===== src/design/shm_pkg.sv =====
package shm_pkg;

  // ---------------------------------------------------------------
  // timing
  // ---------------------------------------------------------------
  localparam int CLK_MHZ = 200;
  localparam int SLOT_US = 1000;
  localparam int SLOT_CYC = SLOT_US * CLK_MHZ;
  localparam int BUSY_TIMEOUT_US = 16;
  localparam int BUSY_TIMEOUT_CYC = BUSY_TIMEOUT_US * CLK_MHZ;
  localparam int RATE_KBPS = 1000;
  localparam int MIN_RATE_KBPS = 200;
  // half serial period in clk cycles, rounded down
  localparam int HALF_BIT_CYC = (CLK_MHZ * 1000) / (2 * RATE_KBPS);
  localparam int MAX_HALF_BIT_CYC = (CLK_MHZ * 1000) / (2 * MIN_RATE_KBPS);
  localparam int TIMER_W = 8;

  // ---------------------------------------------------------------
  // command byte layout
  // ---------------------------------------------------------------
  localparam int CHAR_W = 8;
  localparam int CMD_KIND_MSB = 7;
  localparam int CMD_KIND_LSB = 6;
  localparam int CMD_COUNT_W = 6;
  localparam logic [5:0] MAX_CHARS = 6'h3F;
  localparam logic [5:0] DEF_CHARS = 6'h08;

  typedef enum logic [1:0] {
    CMD_STATUS = 2'h0,
    CMD_RECV = 2'h1,
    CMD_SEND = 2'h2,
    CMD_XFER = 2'h3
  } shm_cmd_t;

  // ---------------------------------------------------------------
  // carriers
  // ---------------------------------------------------------------
  typedef struct packed {
    logic selFirstN;
    logic selSecondN;
    logic sclk;
    logic mosi;
  } shm_pins_t;

  typedef struct packed {
    logic valid;
    logic [7:0] data;
  } shm_byte_t;

  function automatic logic [7:0] shm_make_cmd(shm_cmd_t k, logic [5:0] n);
    shm_make_cmd = {k, n};
  endfunction

endpackage


===== src/design/shm_interval_timer.sv =====
`timescale 1ns/1ps
// 8-bit interval timer behind a prescaler; tick pulses once per period
module shm_interval_timer #(
  parameter int PRESCALE = 200,
  parameter logic [7:0] PERIOD = 8'h05
) (
  input wire logic clk,
  input wire logic rst_n,
  input wire logic restart,
  output logic tick
);
  logic [15:0] preCnt_ff;
  logic [7:0] cnt_ff;
  logic preWrap;

  assign preWrap = (preCnt_ff == 16'(PRESCALE - 1));

  // ---------------------------------------------------------------
  // prescaler and count
  // ---------------------------------------------------------------
  always_ff @(posedge clk or negedge rst_n) begin
    if (!rst_n) begin
      preCnt_ff <= 16'h0000;
      cnt_ff <= 8'h00;
      tick <= 1'b0;
    end else if (restart) begin
      preCnt_ff <= 16'h0000;
      cnt_ff <= 8'h00;
      tick <= 1'b0;
    end else begin
      tick <= 1'b0;
      preCnt_ff <= preWrap ? 16'h0000 : preCnt_ff + 16'h0001;
      if (preWrap) begin
        if (cnt_ff == PERIOD - 8'h01) begin
          cnt_ff <= 8'h00;
          tick <= 1'b1;
        end else begin
          cnt_ff <= cnt_ff + 8'h01;
        end
      end
    end
  end
endmodule


===== src/design/shm_shifter.sv =====
`timescale 1ns/1ps
// one 8-bit character, msb first, type 1: data changes on the
// leading (falling) edge, sampled on the trailing (rising) edge
module shm_shifter
  import shm_pkg::*;
#(
  parameter int HALF_CYC = 100
) (
  input wire logic clk,
  input wire logic rst_n,
  input wire logic start,
  input wire logic [7:0] txData,
  input wire logic misoSync,
  output logic sclk,
  output logic mosi,
  output shm_pkg::shm_byte_t rxByte,
  output logic busy
);
  logic [15:0] halfCnt_ff;
  logic [3:0] edgeCnt_ff;
  logic [7:0] sh_ff;
  logic halfDone;

  assign halfDone = (halfCnt_ff == 16'(HALF_CYC - 1));

  // ---------------------------------------------------------------
  // shift engine
  // ---------------------------------------------------------------
  always_ff @(posedge clk or negedge rst_n) begin
    if (!rst_n) begin
      halfCnt_ff <= 16'h0000;
      edgeCnt_ff <= 4'h0;
      sh_ff <= 8'h00;
      sclk <= 1'b1;
      mosi <= 1'b1;
      busy <= 1'b0;
      rxByte <= '0;
    end else begin
      rxByte.valid <= 1'b0;
      if (!busy) begin
        if (start) begin
          busy <= 1'b1;
          sh_ff <= txData;
          halfCnt_ff <= 16'h0000;
          edgeCnt_ff <= 4'h0;
        end
      end else if (halfDone) begin
        halfCnt_ff <= 16'h0000;
        edgeCnt_ff <= edgeCnt_ff + 4'h1;
        if (!edgeCnt_ff[0]) begin
          sclk <= 1'b0;                 // leading edge drives data
          mosi <= sh_ff[7];
        end else begin
          sclk <= 1'b1;                 // trailing edge samples
          sh_ff <= {sh_ff[6:0], misoSync};
          if (edgeCnt_ff == 4'hF) begin
            busy <= 1'b0;
            rxByte.valid <= 1'b1;
            rxByte.data <= {sh_ff[6:0], misoSync};
          end
        end
      end else begin
        halfCnt_ff <= halfCnt_ff + 16'h0001;
      end
    end
  end
endmodule


===== src/design/shm_master.sv =====
`timescale 1ns/1ps
module shm_master
  import shm_pkg::*;
#(
  parameter int HALF_CYC = HALF_BIT_CYC,
  // one slot count is 4 us, so 250 counts make the 1 ms slot
  parameter int TIMER_PRESCALE = 4 * CLK_MHZ,
  parameter logic [7:0] SLOT_PERIOD = 8'hFA,
  parameter logic [7:0] TIMEOUT_PERIOD = 8'h10,
  parameter logic [5:0] DATA_CHARS = DEF_CHARS
) (
  input wire logic clk,
  input wire logic rst_n,
  input wire shm_pkg::shm_cmd_t dataCmd,
  input wire logic useBusy,
  input wire logic useTimeout,
  input wire logic [7:0] txChar,
  output logic txTake,
  output shm_pkg::shm_byte_t rxChar,
  output logic [7:0] slaveStatus,
  output logic slaveAbsent,
  output logic activeSlave,
  input wire logic busyPin,
  input wire logic serialDataIn,
  output logic slave_select_first_n,
  output logic slave_select_second_n,
  output logic serial_clock_out,
  output logic serial_data_out,
  output logic transfer_done_irq
);
  import shm_pkg::*;

  typedef enum logic [5:0] {
    ST_IDLE = 6'h01,
    ST_WAIT = 6'h02,
    ST_CMD = 6'h04,
    ST_DATA = 6'h08,
    ST_END = 6'h10,
    ST_SEL = 6'h20
  } shm_state_t;

  // ---------------------------------------------------------------
  // pin synchronisers
  // ---------------------------------------------------------------
  logic [1:0] busySync_ff;
  logic [1:0] misoSync_ff;
  always_ff @(posedge clk or negedge rst_n) begin
    if (!rst_n) begin
      busySync_ff <= 2'b11;
      misoSync_ff <= 2'b00;
    end else begin
      busySync_ff <= {busySync_ff[0], busyPin};
      misoSync_ff <= {misoSync_ff[0], serialDataIn};
    end
  end

  logic busyLow;
  assign busyLow = !busySync_ff[1] || !useBusy;

  shm_state_t state_ff;
  logic phaseCmd_ff;           // 1: status slot, 0: data slot
  logic cmdSent_ff;
  logic [5:0] remain_ff;
  logic sel_ff;
  logic shStart;
  logic [7:0] shData;
  logic shBusy;
  logic slotTick;
  logic toTick;
  logic toRestart;
  shm_byte_t shRx;

  // ---------------------------------------------------------------
  // the two interval timers
  // ---------------------------------------------------------------
  // slot timer free runs so slots stay on a fixed 1 ms grid
  shm_interval_timer #(
    .PRESCALE(TIMER_PRESCALE),
    .PERIOD(SLOT_PERIOD)
  ) u_slot (
    .clk(clk),
    .rst_n(rst_n),
    .restart(1'b0),
    .tick(slotTick)
  );

  assign toRestart = (state_ff != ST_WAIT);

  // timeout timer held cleared outside a wait, so it runs only from
  // select fall or the end of a character other than the slot's last until busy reads low; its counts
  // run four times faster than slot counts, 16 of them give 16 us
  shm_interval_timer #(
    .PRESCALE(TIMER_PRESCALE / 4),
    .PERIOD(TIMEOUT_PERIOD)
  ) u_timeout (
    .clk(clk),
    .rst_n(rst_n),
    .restart(toRestart),
    .tick(toTick)
  );

  // ---------------------------------------------------------------
  // serial engine
  // ---------------------------------------------------------------
  shm_shifter #(
    .HALF_CYC(HALF_CYC)
  ) u_shift (
    .clk(clk),
    .rst_n(rst_n),
    .start(shStart),
    .txData(shData),
    .misoSync(misoSync_ff[1]),
    .sclk(serial_clock_out),
    .mosi(serial_data_out),
    .rxByte(shRx),
    .busy(shBusy)
  );

  // command kind chosen for this slot
  shm_cmd_t slotKind;
  logic [5:0] slotCount;
  always_comb begin
    slotKind = phaseCmd_ff ? CMD_STATUS : dataCmd;
    slotCount = phaseCmd_ff ? 6'h00 : remain_ff;
  end

  logic wantByte;
  assign wantByte = (state_ff == ST_WAIT) && busyLow && !shBusy;

  // ---------------------------------------------------------------
  // start of each character
  // ---------------------------------------------------------------
  always_comb begin
    shStart = wantByte;
    if (!cmdSent_ff) begin
      shData = shm_make_cmd(slotKind, slotCount);
    end else if (slotKind == CMD_RECV || slotKind == CMD_STATUS) begin
      shData = 8'hFF;          // idle fill when nothing is sent
    end else begin
      shData = txChar;
    end
  end
  assign txTake = wantByte && cmdSent_ff && !phaseCmd_ff &&
                  (slotKind == CMD_SEND || slotKind == CMD_XFER);

  // ---------------------------------------------------------------
  // slot sequencer
  // ---------------------------------------------------------------
  always_ff @(posedge clk or negedge rst_n) begin
    if (!rst_n) begin
      state_ff <= ST_IDLE;
      phaseCmd_ff <= 1'b1;
      cmdSent_ff <= 1'b0;
      remain_ff <= 6'h00;
      sel_ff <= 1'b0;
      slaveAbsent <= 1'b0;
      slaveStatus <= 8'h00;
    end else begin
      case (state_ff)
        ST_IDLE: begin
          if (slotTick) begin
            state_ff <= ST_WAIT;      // select falls here
            cmdSent_ff <= 1'b0;
            remain_ff <= phaseCmd_ff ? 6'h01 :
                         ((DATA_CHARS > MAX_CHARS) ? MAX_CHARS
                                                   : DATA_CHARS);
          end
        end
        ST_WAIT: begin
          if (wantByte) begin
            state_ff <= cmdSent_ff ? ST_DATA : ST_CMD;
          end else if (toTick && useTimeout) begin
            slaveAbsent <= 1'b1;
            phaseCmd_ff <= 1'b1;
            state_ff <= ST_END;
          end
        end
        ST_CMD: begin
          if (shRx.valid) begin
            cmdSent_ff <= 1'b1;
            state_ff <= ST_WAIT;       // re-time busy
          end
        end
        ST_DATA: begin
          if (shRx.valid) begin
            if (phaseCmd_ff) begin
              slaveStatus <= shRx.data;
              slaveAbsent <= 1'b0;
              phaseCmd_ff <= 1'b0;
              state_ff <= ST_END;
            end else if (remain_ff <= 6'h01) begin
              phaseCmd_ff <= 1'b1;
              state_ff <= ST_SEL;      // full sequence done
            end else begin
              remain_ff <= remain_ff - 6'h01;
              state_ff <= ST_WAIT;
            end
          end
        end
        ST_END: begin
          // status slot leaves phase at data unless aborted
          state_ff <= phaseCmd_ff ? ST_SEL : ST_IDLE;
        end
        ST_SEL: begin
          sel_ff <= !sel_ff;
          state_ff <= ST_IDLE;
        end
        default: state_ff <= ST_IDLE;
      endcase
    end
  end

  // ---------------------------------------------------------------
  // select outputs and completion strobes
  // ---------------------------------------------------------------
  logic selActive;
  assign selActive = (state_ff == ST_WAIT) || (state_ff == ST_CMD) ||
                     (state_ff == ST_DATA);

  always_ff @(posedge clk or negedge rst_n) begin
    if (!rst_n) begin
      slave_select_first_n <= 1'b1;
      slave_select_second_n <= 1'b1;
      transfer_done_irq <= 1'b0;
      rxChar <= '0;
    end else begin
      slave_select_first_n <= !(selActive && !sel_ff);
      slave_select_second_n <= !(selActive && sel_ff);
      transfer_done_irq <= shRx.valid;
      rxChar.valid <= shRx.valid && state_ff == ST_DATA && !phaseCmd_ff &&
                      (slotKind == CMD_RECV || slotKind == CMD_XFER);
      rxChar.data <= shRx.data;
    end
  end

  assign activeSlave = sel_ff;
endmodule


===== config.mk =====
export PLATFORM = sky130hd
export DESIGN_NAME = shm_master
export DESIGN_NICKNAME = d
export VERILOG_FILES = /design/src/design/shm_pkg.sv /design/src/design/shm_interval_timer.sv /design/src/design/shm_shifter.sv /design/src/design/shm_master.sv
export SDC_FILE = /design/constraint.sdc
export NUM_CORES = 1
export LEC_CHECK = 0
export BUFFER_PORTS_ARGS = -buffer_cell sky130_fd_sc_hd__buf_4
export CAP_MARGIN = 20
export CORE_MARGIN = 2
export CORE_UTILIZATION = 61
export CTS_CLUSTER_DIAMETER = 100
export CTS_CLUSTER_SIZE = 20
export DETAILED_ROUTE_END_ITERATION = 10
export PLACE_DENSITY = 0.8
export SLEW_MARGIN = 20
export SYNTH_ARGS = -nofsm -noshare
export SYNTH_HDL_FRONTEND = slang
export SYNTH_SLANG_ARGS = --single-unit

===== constraint.sdc =====
create_clock -name clk -period 2.4 [get_ports clk]
set_input_delay 0.24 -clock clk [delete_from_list [all_inputs] [get_ports clk]]
set_output_delay 0.24 -clock clk [all_outputs]
set_load 0.005 [all_outputs]

==> flow_summary.json <==
{
  "path_common_cell": "or4_4",
  "crit_arrival_ns": 2.77,
  "drt_iter0_markers": 401,
  "clock_skew_ns": 0.00931,
  "seq_area_frac_synth_pct": 50.7,
  "ys_seq_elements": 130,
  "synth_cell_type_count": 66,
  "synth-async-reset-ratio_pct": 100,
  "max-vdd-ir-drop_mv": 0.461,
  "fp-row-count": 37,
  "fill_cells": 725,
  "slowest_stage": "or4_4",
  "fin_util_pct": 73.6,
  "crit_path_max_incr_delay_ns": 0.63,
  "synth-edff-count": 0,
  "antenna_found_initial": 0,
  "cts_tree": "built",
  "cts_setup_buffers": 0,
  "fin_crit_ns": 2.32,
  "hpwl_microns": 9530,
  "diodes": 0,
  "rsz0062_at_grt": "no",
  "final_common_cell": "dfrtp_1",
  "cp-end-kind": "flip-flop",
  "postCtsHoldBufs": 3,
  "vias": 5244,
  "clock-sinks": 130,
  "die_w_microns": 107,
  "nNetsFinal": 718,
  "final_cell_mix": "dfrtp_1 (122), nand2_1 (62), buf_4 (61)",
  "pin_count": 41,
  "syn_area_sq_um": 6440,
  "viasPerCell": 6.23,
  "yosys_warnings": 0,
  "cap_violations": 0,
  "clk_path_buf_depth": 2,
  "cp.required_ns": 2.85,
  "drc": 0,
  "grt_max_degree": 67,
  "hold_path.class": "in2reg",
  "fin_crit_sh_pct": 96.8,
  "grt-ovfl-total": 0,
  "avgSynthCellArea_sq_um": 10.0,
  "routedWlPerCell_microns": 17.1,
  "cts_resized": 0,
  "crit_type": "reg2reg",
  "power_density_nw_per_um2": 642,
  "wl_microns": 14400,
  "start_util_pct": 62.6,
  "crit_fanout": 12,
  "slew_violations": 0,
  "numCtsBuffers": 17,
  "start_kind": "flip-flop",
  "maxSlewHeadroom_pct": 40.5,
  "fmax_ghz": 0.430,
  "root_buffer": "clkbuf_8",
  "dr.pass1.iters": 5,
  "routabilityCongestion": 0.918,
  "cts.clk_slew.worst_paths_ns": 0.06,
  "grt_pass1_wl_microns": 24700,
  "synth_area_leaders": "dfrtp_1 (47%), nand2_1 (3.6%), dfstp_2 (3.3%)",
  "finalSetupTns_ns": 0,
  "outcome": "complete, no violations",
  "grt_pass1_vias": 5144,
  "syn_inst": 641,
  "worst_pin_slew_ns": 0.892,
  "synthFlopType": "dfrtp_1",
  "crit_chain": "or4_4 > or4_4 > or4_1 > nand3_1",
  "portBuffers": 40,
  "synthToLayoutAreaGrowth_pct": 17.5,
  "setup_viol": 0,
  "syn-num-nets": 666,
  "die_height_microns": 107,
  "synth_top_area_cell": "dfrtp_1",
  "power.total_mw": 4.86,
  "htreeDepth": 4,
  "core_sq_um": 10300,
  "clkLatencyLatePin_ns": 0.52,
  "grt_usage_pct": 27.2,
  "hold_viol": 0,
  "yosysTopAreaCellShare_pct": 47.4,
  "design.die.area_sq_um": 11400,
  "drive_gt1_share_pct": 18.3,
  "antenna_left": 0,
  "power.leakage_nw": 3.33
}
critical path: cells and delay by family (launching register included):
kind / cells / cell delay, ns
AND/OR/NAND/NOR: 4 / 1.80
flip-flops: 1 / 0.45
stage by stage:
step	instance area [sq um]	cells	hold slack, ns	worst slack, ns
3_3_place_gp	6940	807	0.333	0.157
4_1_cts	7570	842	0.0215	0.106
2_1_floorplan	6440	641	-0.0556	0.252
3_5_place_dp	6940	807	0.336	0.126
5_1_grt	7570	842	0.0337	0.00376
6_report	7570	842	0.0558	0.0769
worst paths after layout:
path                                        start               endpoint  slack (ns)  depth (start not counted)
setup / recovery           u_shift.halfCnt_ff[10]  u_shift.edgeCnt_ff[3]        0.08                          4
hold / removal                         useTimeout            state_ff[1]        0.06                          3
setup reg to reg           u_shift.halfCnt_ff[10]  u_shift.edgeCnt_ff[3]        0.08                          4
hold reg to reg                    misoSync_ff[0]         misoSync_ff[1]        0.35                          0
max in group asynchronous                   rst_n             cmdSent_ff        1.39                          3
min in group asynchronous                   rst_n    u_timeout.cnt_ff[7]        0.44                          3
cell type report:
type	count	area (sq um)	share of cell area [%]
sequential	130	3260	43.1
multi-input combinational	460	2970	39.3
timing repair buffer	64	488	6.45
clock buffer	17	414	5.47
clock inverter	15	183	2.41
tap	136	170	2.25
inverter	20	75.1	0.992
power by group:
part           internal, mW  switching [mW]
sequential             2.20         0.00164
clock                  1.59            1.00
combinational        0.0214          0.0471
synthesized netlist by cell type (4+ instances only):
master and instances:
a41oi_1 4, and2_1 8, mux2_2 17, nand3b_1 8, nor3_1 10, xor2_1 17, nand2b_1 9, a21o_1 4
nand4b_1 4, ha_1 9, and3_1 8, a21oi_1 31, or3_1 15, nand3_1 30, a311o_1 5, inv_1 19
nand4_1 19, mux2i_1 4, dfrtp_1 122, nand2_1 62, o31ai_1 5, or4_1 8, a31oi_1 14, nor4_1 9
xnor2_1 11, dfstp_2 8, nor2_1 38, o21ai_0 39, clkbuf_1 25, o211ai_1 14, and4_1 10
cells by family after synthesis:
kind of cell / synth area share [%]
AND/OR/NAND/NOR: 22.7
AO/OA/AOI/OAI: 14.0
adder cells (fa/ha/maj): 1.75
buffers and inverters: 3.25
multiplexers: 3.77
XOR/XNOR: 3.81
flip-flops: 50.7
per-layer routing:
layer  vias up  share of wire [%]  GRT usage, %
li1       2469                  -             -
met1      2539                 43          36.7
met2       202                 49          42.8
met3        34                5.3          5.47
met4         0                2.5          12.1
met5         -                  0             0
flip-flops by register name, indices dropped and copies added (netlist names), 2 cells and up:
signal               cells
u_shift.rxByte           9
u_shift.edgeCnt_ff       4
state_ff                 6
u_timeout.cnt_ff         8
u_slot.preCnt_ff        16
u_slot.cnt_ff            8
rxChar                   9
busySync_ff              2
u_timeout.preCnt_ff     16
misoSync_ff              2
slaveStatus              8
remain_ff                6
u_shift.halfCnt_ff      16
u_shift.sh_ff            8
No activity file was read; power rests on OpenSTA's default activity.
